==> src/shared/fwp_pkg.sv <==
/*
  Constants for the flash resume, write-enable and block-protect logic:
  opcodes, frame byte counts, array geometry, reset values, sequencer kinds.
  Assumes a 512 KB array addressed with 19 bits.
*/
`default_nettype none
package fwp_pkg;
  localparam logic [7:0] OP_WREN = 8'h06;
  localparam logic [7:0] OP_WRDI = 8'h04;
  localparam logic [7:0] OP_RESUME = 8'h7a;
  localparam logic [7:0] OP_SUSPEND = 8'h75;
  localparam logic [7:0] OP_WRSR = 8'h01;
  localparam logic [7:0] OP_PROG = 8'h02;
  localparam logic [7:0] OP_ERASE4K = 8'h20;
  localparam logic [7:0] OP_ERASE32K = 8'h52;
  localparam logic [7:0] OP_ERASE64K = 8'hd8;
  localparam logic [7:0] OP_CHIP1 = 8'h60;
  localparam logic [7:0] OP_CHIP2 = 8'hc7;
  localparam logic [7:0] OP_SEC_PROG = 8'h42;
  localparam logic [7:0] OP_SEC_ERASE = 8'h44;
  // Whole bytes a frame needs: opcode, opcode plus data, opcode plus address
  localparam logic [2:0] BYTES_OPCODE = 3'h1;
  localparam logic [2:0] BYTES_WRSR = 3'h2;
  localparam logic [2:0] BYTES_ADDR = 3'h4;
  localparam logic [2:0] BYTES_MAX = 3'h7;
  // Array geometry, region masks are size minus one
  localparam logic [18:0] ARRAY_LAST = 19'h7ffff;
  localparam logic [18:0] MASK_PAGE = 19'h000ff;
  localparam logic [18:0] MASK_4K = 19'h00fff;
  localparam logic [18:0] MASK_8K = 19'h01fff;
  localparam logic [18:0] MASK_16K = 19'h03fff;
  localparam logic [18:0] MASK_32K = 19'h07fff;
  localparam logic [18:0] MASK_64K = 19'h0ffff;
  localparam logic [18:0] MASK_128K = 19'h1ffff;
  localparam logic [18:0] MASK_256K = 19'h3ffff;
  // Field layout of the status-write data byte
  localparam int CMP_POS = 5;
  localparam int BP_LSB = 0;
  localparam logic [5:0] PROT_RESET = 6'h00;
  typedef enum logic [1:0] {
    FWP_FR_IDLE = 2'b01,
    FWP_FR_SHIFT = 2'b10
  } fwp_frame_type;
  typedef enum logic [2:0] {
    FWP_K_PROG = 3'h0,
    FWP_K_ERASE = 3'h1,
    FWP_K_CHIP = 3'h2,
    FWP_K_SEC_PROG = 3'h3,
    FWP_K_SEC_ERASE = 3'h4
  } fwp_kind_type;
endpackage
`default_nettype wire

==> src/rtl/fwp_core.sv <==
/*
  Command handling for resume, write enable/disable and block protection
  of a serial flash, with the launch of program and erase commands.
  Assumes SPI mode 0/3 pins arriving asynchronously, sampled on sys_clk
  well above the serial clock, and an array sequencer that reports
  completion and resume acknowledgement as one-cycle pulses.
*/
`default_nettype none
module fwp_core (
  // Clock, reset, enable
  input wire logic sys_clk,
  input wire logic rstn,
  input wire logic ce,
  // Serial pins
  input wire logic spi_sck,
  input wire logic spi_cs_n,
  input wire logic spi_mosi,
  input wire logic write_protect_n,
  // Array sequencer
  input wire logic seq_done,
  input wire logic seq_resume_ack,
  output logic seq_start,
  output fwp_pkg::fwp_kind_type seq_kind,
  output logic [18:0] seq_addr,
  output logic seq_resume,
  output logic seq_resume_erase,
  output logic seq_suspend,
  // Status
  output logic write_enable_latch,
  output logic erase_suspended_flag,
  output logic program_suspended_flag,
  output logic operation_in_progress_flag,
  output logic protect_complement_bit,
  output logic block_protect_top_bit,
  output logic block_protect_side_bit,
  output logic block_protect_bit2,
  output logic block_protect_bit1,
  output logic block_protect_bit0
);
  logic [3:0] pin_s1_r, pin_s2_r, pin_s3_r, pin_f_r, pin_agree;
  logic sck_rise, cs_fall, cs_rise, resuming_r, cur_erase_r, cur_chip_r;
  fwp_pkg::fwp_frame_type frame_r;
  logic [2:0] bit_mod_r, nbytes_r;
  logic [17:0] shift_r;
  logic [7:0] opcode_r, data_r;
  logic [18:0] addr_r;
  logic [5:0] prot_r;
  logic frame_ok, is_wren, is_wrdi, is_resume, is_susp, wr_try, prot_refuse, wrsr_go, start_go;
  logic addr_cmd, chip_cmd, wrsr_cmd, sec_cmd, len_ok, susp_allow;
  logic p_none, p_all, p_upper, pr_none, hit;
  logic [18:0] p_mask, plo, phi, tmask, tlo, thi;
  fwp_pkg::fwp_kind_type kind;

  // Three-stage sync; a level counts once stages two and three agree
  always_ff @(posedge sys_clk) begin
    if (!rstn) begin
      pin_s1_r <= 4'h3;
      pin_s2_r <= 4'h3;
      pin_s3_r <= 4'h3;
      pin_f_r <= 4'h3;
    end else if (ce) begin
      pin_s1_r <= {spi_mosi, spi_sck, spi_cs_n, write_protect_n};
      pin_s2_r <= pin_s1_r;
      pin_s3_r <= pin_s2_r;
      pin_f_r <= (pin_f_r & ~pin_agree) | (pin_s3_r & pin_agree);
    end
  end
  assign pin_agree = ~(pin_s2_r ^ pin_s3_r);
  assign sck_rise = ce && pin_agree[2] && pin_s3_r[2] && !pin_f_r[2];
  assign cs_fall = ce && pin_agree[1] && !pin_s3_r[1] && pin_f_r[1];
  assign cs_rise = ce && pin_agree[1] && pin_s3_r[1] && !pin_f_r[1]
    && frame_r == fwp_pkg::FWP_FR_SHIFT;

  always_ff @(posedge sys_clk) begin
    if (!rstn) begin
      frame_r <= fwp_pkg::FWP_FR_IDLE;
    end else if (ce) begin
      case (frame_r)
        fwp_pkg::FWP_FR_IDLE: if (cs_fall) frame_r <= fwp_pkg::FWP_FR_SHIFT;
        fwp_pkg::FWP_FR_SHIFT: if (cs_rise) frame_r <= fwp_pkg::FWP_FR_IDLE;
        default: frame_r <= fwp_pkg::FWP_FR_IDLE;
      endcase
    end
  end

  // Bit and byte counting; bytes past those captured are ignored
  always_ff @(posedge sys_clk) begin
    if (!rstn) begin
      bit_mod_r <= 3'h0;
      nbytes_r <= 3'h0;
      shift_r <= 18'h0;
      opcode_r <= 8'h00;
      data_r <= 8'h00;
      addr_r <= 19'h0;
    end else if (cs_fall) begin
      bit_mod_r <= 3'h0;
      nbytes_r <= 3'h0;
    end else if (sck_rise && frame_r == fwp_pkg::FWP_FR_SHIFT) begin
      shift_r <= {shift_r[16:0], pin_f_r[3]};
      bit_mod_r <= bit_mod_r + 3'h1;
      if (bit_mod_r == 3'h7) begin
        if (nbytes_r != fwp_pkg::BYTES_MAX) nbytes_r <= nbytes_r + 3'h1;
        if (nbytes_r == 3'h0) opcode_r <= {shift_r[6:0], pin_f_r[3]};
        if (nbytes_r == 3'h1) data_r <= {shift_r[6:0], pin_f_r[3]};
        if (nbytes_r == 3'h3) addr_r <= {shift_r[17:0], pin_f_r[3]};
      end
    end
  end

  // Whole opcode received and frame closed on a byte boundary
  assign frame_ok = cs_rise && bit_mod_r == 3'h0 && nbytes_r >= fwp_pkg::BYTES_OPCODE;
  assign is_wren = frame_ok && opcode_r == fwp_pkg::OP_WREN;
  assign is_wrdi = frame_ok && opcode_r == fwp_pkg::OP_WRDI;
  assign is_resume = frame_ok && opcode_r == fwp_pkg::OP_RESUME
    && !operation_in_progress_flag
    && (erase_suspended_flag || program_suspended_flag);
  // Chip erase cannot be halted, nor a program while an erase is parked
  assign is_susp = frame_ok && opcode_r == fwp_pkg::OP_SUSPEND
    && operation_in_progress_flag && !resuming_r && !cur_chip_r
    && (cur_erase_r || !erase_suspended_flag);

  always_comb begin
    addr_cmd = 1'b1;
    kind = fwp_pkg::FWP_K_ERASE;
    tmask = fwp_pkg::MASK_4K;
    if (opcode_r == fwp_pkg::OP_PROG) begin
      kind = fwp_pkg::FWP_K_PROG;
      tmask = fwp_pkg::MASK_PAGE;
    end else if (opcode_r == fwp_pkg::OP_ERASE4K) begin
      tmask = fwp_pkg::MASK_4K;
    end else if (opcode_r == fwp_pkg::OP_ERASE32K) begin
      tmask = fwp_pkg::MASK_32K;
    end else if (opcode_r == fwp_pkg::OP_ERASE64K) begin
      tmask = fwp_pkg::MASK_64K;
    end else if (opcode_r == fwp_pkg::OP_SEC_PROG) begin
      kind = fwp_pkg::FWP_K_SEC_PROG;
    end else if (opcode_r == fwp_pkg::OP_SEC_ERASE) begin
      kind = fwp_pkg::FWP_K_SEC_ERASE;
    end else begin
      addr_cmd = 1'b0;
      kind = fwp_pkg::FWP_K_CHIP;
      tmask = fwp_pkg::ARRAY_LAST;
    end
  end
  assign chip_cmd = opcode_r == fwp_pkg::OP_CHIP1 || opcode_r == fwp_pkg::OP_CHIP2;
  assign wrsr_cmd = opcode_r == fwp_pkg::OP_WRSR;
  assign sec_cmd = kind == fwp_pkg::FWP_K_SEC_PROG || kind == fwp_pkg::FWP_K_SEC_ERASE;
  assign len_ok = addr_cmd ? nbytes_r >= fwp_pkg::BYTES_ADDR
    : wrsr_cmd ? nbytes_r >= fwp_pkg::BYTES_WRSR : chip_cmd;
  // While parked, only a program may run, and only beside a parked erase
  assign susp_allow = !program_suspended_flag
    && (!erase_suspended_flag || kind == fwp_pkg::FWP_K_PROG
    || kind == fwp_pkg::FWP_K_SEC_PROG);
  assign tlo = addr_r & ~tmask;
  assign thi = addr_r | tmask;
  // Protected fraction from the block-protect bits
  always_comb begin
    p_none = 1'b0;
    p_all = 1'b0;
    p_upper = !prot_r[3];
    p_mask = fwp_pkg::MASK_64K;
    if (prot_r[2:0] == 3'h0) begin
      p_none = 1'b1;
    end else if (!prot_r[4]) begin
      if (prot_r[2]) p_all = 1'b1;
      else if (prot_r[1:0] == 2'h1) p_mask = fwp_pkg::MASK_64K;
      else if (prot_r[1:0] == 2'h2) p_mask = fwp_pkg::MASK_128K;
      else p_mask = fwp_pkg::MASK_256K;
    end else begin
      case (prot_r[2:0])
        3'h1: p_mask = fwp_pkg::MASK_4K;
        3'h2: p_mask = fwp_pkg::MASK_8K;
        3'h3: p_mask = fwp_pkg::MASK_16K;
        3'h7: p_all = 1'b1;
        default: p_mask = fwp_pkg::MASK_32K;
      endcase
    end
  end

  // Complement takes the rest of the array, none and all swap
  always_comb begin
    pr_none = 1'b0;
    plo = 19'h0;
    phi = fwp_pkg::ARRAY_LAST;
    if (!prot_r[fwp_pkg::CMP_POS]) begin
      pr_none = p_none;
      if (!p_all && p_upper) plo = fwp_pkg::ARRAY_LAST - p_mask;
      if (!p_all && !p_upper) phi = p_mask;
    end else begin
      pr_none = p_all;
      if (!p_none && p_upper) phi = fwp_pkg::ARRAY_LAST - p_mask - 19'h1;
      if (!p_none && !p_upper) plo = p_mask + 19'h1;
    end
  end
  // Current bits at frame end decide the outcome
  assign hit = !pr_none && tlo <= phi && thi >= plo;
  assign wr_try = frame_ok && (addr_cmd || chip_cmd || wrsr_cmd) && len_ok
    && !operation_in_progress_flag && write_enable_latch && susp_allow;
  assign prot_refuse = wr_try && !wrsr_cmd && !sec_cmd && hit;
  // Status write is refused while suspended and while the pin locks it
  assign wrsr_go = wr_try && wrsr_cmd && !erase_suspended_flag
    && !program_suspended_flag && pin_f_r[0];
  assign start_go = wr_try && !wrsr_cmd && !prot_refuse;

  always_ff @(posedge sys_clk) begin
    if (!rstn) begin
      write_enable_latch <= 1'b0;
    end else if (is_wren) begin
      write_enable_latch <= 1'b1;
    end else if (is_wrdi || prot_refuse || wrsr_go) begin
      write_enable_latch <= 1'b0;
    end else if (start_go) begin
      write_enable_latch <= 1'b0;
    end
  end
  // Non-volatile in the array; here a defined value after reset
  always_ff @(posedge sys_clk) begin
    if (!rstn) prot_r <= fwp_pkg::PROT_RESET;
    else if (wrsr_go) prot_r <= data_r[fwp_pkg::CMP_POS:fwp_pkg::BP_LSB];
  end
  assign {protect_complement_bit, block_protect_top_bit, block_protect_side_bit,
    block_protect_bit2, block_protect_bit1, block_protect_bit0} = prot_r;
  always_ff @(posedge sys_clk) begin
    if (!rstn) begin
      operation_in_progress_flag <= 1'b0;
      cur_erase_r <= 1'b0;
      cur_chip_r <= 1'b0;
    end else if (start_go) begin
      operation_in_progress_flag <= 1'b1;
      cur_erase_r <= kind != fwp_pkg::FWP_K_PROG && kind != fwp_pkg::FWP_K_SEC_PROG;
      cur_chip_r <= kind == fwp_pkg::FWP_K_CHIP;
    end else if (is_resume) begin
      operation_in_progress_flag <= 1'b1;
      cur_erase_r <= !program_suspended_flag;
      cur_chip_r <= 1'b0;
    end else if (is_susp || (ce && seq_done)) begin
      operation_in_progress_flag <= 1'b0;
    end
  end

  always_ff @(posedge sys_clk) begin
    if (!rstn) begin
      erase_suspended_flag <= 1'b0;
      program_suspended_flag <= 1'b0;
    end else if (is_susp) begin
      if (cur_erase_r) erase_suspended_flag <= 1'b1;
      else program_suspended_flag <= 1'b1;
    end else if (is_resume) begin
      if (program_suspended_flag) program_suspended_flag <= 1'b0;
      else erase_suspended_flag <= 1'b0;
    end
  end
  // Set wins over the acknowledgement; a finish also ends it, so no stale lock
  always_ff @(posedge sys_clk) begin
    if (!rstn) resuming_r <= 1'b0;
    else if (is_resume) resuming_r <= 1'b1;
    else if (ce && (seq_resume_ack || seq_done)) resuming_r <= 1'b0;
  end
  always_ff @(posedge sys_clk) begin
    if (!rstn) begin
      seq_start <= 1'b0;
      seq_kind <= fwp_pkg::FWP_K_PROG;
      seq_addr <= 19'h0;
      seq_resume <= 1'b0;
      seq_resume_erase <= 1'b0;
      seq_suspend <= 1'b0;
    end else if (ce) begin
      seq_start <= start_go;
      seq_resume <= is_resume;
      seq_suspend <= is_susp;
      if (start_go) begin
        seq_kind <= kind;
        seq_addr <= addr_r;
      end
      if (is_resume) seq_resume_erase <= !program_suspended_flag;
    end
  end
endmodule
`default_nettype wire

==> config.mk <==
export PLATFORM = sky130hd
export DESIGN_NAME = fwp_core
export DESIGN_NICKNAME = d
export VERILOG_FILES = /design/src/shared/fwp_pkg.sv /design/src/rtl/fwp_core.sv
export SDC_FILE = /design/constraint.sdc
export NUM_CORES = 1
export LEC_CHECK = 0
export ABC_AREA = 1
export ABC_CLOCK_PERIOD_IN_PS = 8870
export BUFFER_PORTS_ARGS = -buffer_cell sky130_fd_sc_hd__buf_2
export CAP_MARGIN = 20
export CORE_MARGIN = 5
export CORE_UTILIZATION = 59
export CTS_BUF_LIST = sky130_fd_sc_hd__clkbuf_4 sky130_fd_sc_hd__clkbuf_8
export DETAILED_ROUTE_END_ITERATION = 7
export PLACE_DENSITY = 0.91
export SETUP_SLACK_MARGIN = 0.1
export SYNTH_ARGS = -nofsm -noshare
export SYNTH_HDL_FRONTEND = slang
export SYNTH_SLANG_ARGS = --single-unit
==> constraint.sdc <==
create_clock -name sys_clk -period 8.87 [get_ports sys_clk]
set_input_delay 2.2175 -clock sys_clk [delete_from_list [all_inputs] [get_ports sys_clk]]
set_output_delay 2.2175 -clock sys_clk [all_outputs]
set_load 0.05 [all_outputs]
==> out/results.ini <==
[cts]
hold_buffers = 0
cts.sinks = 114
clockRootBuffer = clkbuf_8
cts_setup_buffers = 0
clk_pin_slew_ns = 0.08
insertion_delay_ns = 0.44
cts_made_buffers = 17
cts_tree = done
cts-resized-gates = 0
clockBufferDepth = 2
htreeDepth = 4

[power]
peakVddDrop_v = 0.000124
cellLeakagePower_nw = 2.60
power_density_mw_per_mm2 = 167

[global_routing]
grt_max_degree = 90
grt_util_all_layers_pct = 23.0
grt_overflow = 0
grt_pass1_vias = 4853
grt_first_pass_wirelength_um = 21300
antenna_found_initial = 0

[worst_hold_path]
hold_class = reg -> reg
whs_endpoint = addr_r[11]$_SDFFE_PN0P_
holdPathStages = 2
worstHoldStart = addr_r[11]$_SDFFE_PN0P_

[timing]
worst_pin_slew_ns = 1.01
post-route-period-util_pct = 54.7
hold_viol_final = 0
skew_ns = 0.0153
setup_viol_count_final = 0
fmax_mhz = 206
rsz0062_at_grt = false
finalMaxSlewViolations = 0
relSlewSlack_pct = 31.8
period_needed_ns = 4.85
fin_tns_setup_ns = 0

[job]
drv_cap = 0

[placed_design]
gp_congestion = 0.903
hpwl_um = 8810
placed_cell_area_sq_mm = 0.00566
portBuffers = 44

[finish]
layout_common_cells = nor2_1, dfxtp_1, nand2_1
drive_gt1_share_pct = 15.2
fin_nets = 813
mostFrequentLayoutCell = nor2_1
final_core_util_pct = 66.5
num_antenna_cells = 0
syn_to_final_growth_pct = 11.6
fin_area_sq_mm = 0.00606
fillers = 764

[yosys]
syn_area_sq_mm = 0.00543
ys_ff_latch = 114
syn_inst = 742
ys_seq_area_share_pct = 42.0
syn_nets = 777
syn_avg_cell_area_sq_um = 7.32
synth.distinct_cells = 39
synth_edf_count = 0
yosys.area.top_type = dfxtp_1
async_flop_share_pct = 0
yosys.area.top_type_share_pct = 42.0
ys.flop_type = dfxtp_1
ys_top_cells_by_area = dfxtp_1, nor2_1, nand2_1, o21ai_0, ha_1
synth_warnings = 0

[setup_path]
path_class = in -> reg
end_kind = flip-flop
cp_data_arrival_time_ns = 5.14
regToRegSetupSlack_ns = 5.03
worstRegToRegCells = 16
r2r-end = seq_addr[0]$_SDFFE_PN0P_
cp_max_fo = 24
reg2reg_from = prot_r[1]$_SDFFE_PN0P_
start_kind = input pin
required_ns = 9.16

[outcome]
status = finished clean

[die]
pin_count = 45
start_util_pct = 59.6
dieArea_sq_mm = 0.0112
core_sq_mm = 0.00911
die_w_um = 106
die_y_um = 106
num_rows = 35

[drt]
vias = 5056
routedWlPerCell_um = 13.8
drcViolationCount = 0
first_iter_violations = 437
drtAntennaViolNets = 0
drt_wl_total_um = 12400
drt_first_pass_iters = 7
avgViaCountPerCell = 5.61

## how the worst max path moves through the flow
stage,depth (start not counted),from,end,slack (ns)
after floorplan,10,ce,data_r[2]$_SDFFE_PN0P_,5.32
after global placement,11,ce,opcode_r[4]$_SDFFE_PN0P_,4.15
after detailed placement,11,ce,opcode_r[4]$_SDFFE_PN0P_,3.82
after CTS,11,ce,opcode_r[4]$_SDFFE_PN0P_,4.09
after global routing,11,ce,opcode_r[4]$_SDFFE_PN0P_,3.66
final,11,ce,opcode_r[4]$_SDFFE_PN0P_,4.02
## through the flow
step,hold WS [ns],power (mW),setup slack (ns),std cells
6_report,0.451,1.01,4.02,902
5_1_grt,0.484,1.05,3.66,902
4_1_cts,0.450,1.02,4.09,901
3_5_place_dp,0.438,0.557,3.82,869
3_3_place_gp,0.436,0.555,4.15,869
2_1_floorplan,0.424,0.551,5.32,742
## where the power goes
part	internal [mW]	switching (mW)	total, mW
combinational	0.00808	0.0183	0.0264
sequential	0.516	0.00316	0.519
clock	0.239	0.228	0.467
total	0.764	0.249	1.01
## worst max-delay path: stages
cell	delay, ns
buf_2	0.21
inv_2	0.26
a21oi_1	0.07
o21ai_1	0.11
nor2_1	0.06
nand2_1	0.13
nand2_1	0.39
inv_1	0.50
nand4_1	0.59
o21ai_0	0.49
a21oi_1	0.10
## area by class of cell
| class | count | area (sq um) | share of cell area (%) |
|---|---|---|---|
| multi-input combinational | 519 | 2710 | 44.7 |
| sequential | 114 | 2280 | 37.7 |
| inverter | 80 | 303 | 5.00 |
| clock buffer | 19 | 262 | 4.32 |
| timing repair buffer | 46 | 243 | 4.01 |
| tap | 111 | 139 | 2.29 |
| clock inverter | 13 | 124 | 2.04 |
## state kept, by name (all words and copies together) (netlist names), 4 cells and up, named ones only
register,flops
opcode_r,8
shift_r,18
pin_s2_r,4
data_r,6
pin_s3_r,4
prot_r,6
seq_addr,19
pin_s1_r,4
addr_r,19
## cell families after synthesis
family | count (synthesis) | synth area share [%]
flip-flops | 114 | 42.0
buffers and inverters | 109 | 8.11
XOR/XNOR | 3 | 0.484
adder cells (fa/ha/maj) | 26 | 5.99
AO/OA/AOI/OAI | 183 | 18.5
AND/OR/NAND/NOR | 307 | 24.9
## per-layer routing
metal	vias to the layer above	GRT usage (%)	routed length (um)
met1	2317	25.6	5120
met3	50	6.19	599
met5	-	0	0
met4	0	11.0	377
met2	163	40.7	6310
li1	2526	-	-
## Yosys cell counts, drive strengths merged, types with 2 or more instances
cell type  instances
nor2             142
dfxtp            114
nand2            111
o21ai             94
inv               80
a21oi             63
nand3             27
ha                26
clkbuf            20
nor3              13
a211oi             9
buf                9
nand4              7
o211ai             6
nor4               5
o22ai              4
o31ai              3
xnor2              3
o21bai             2
(Power assumes the default switching activity.)
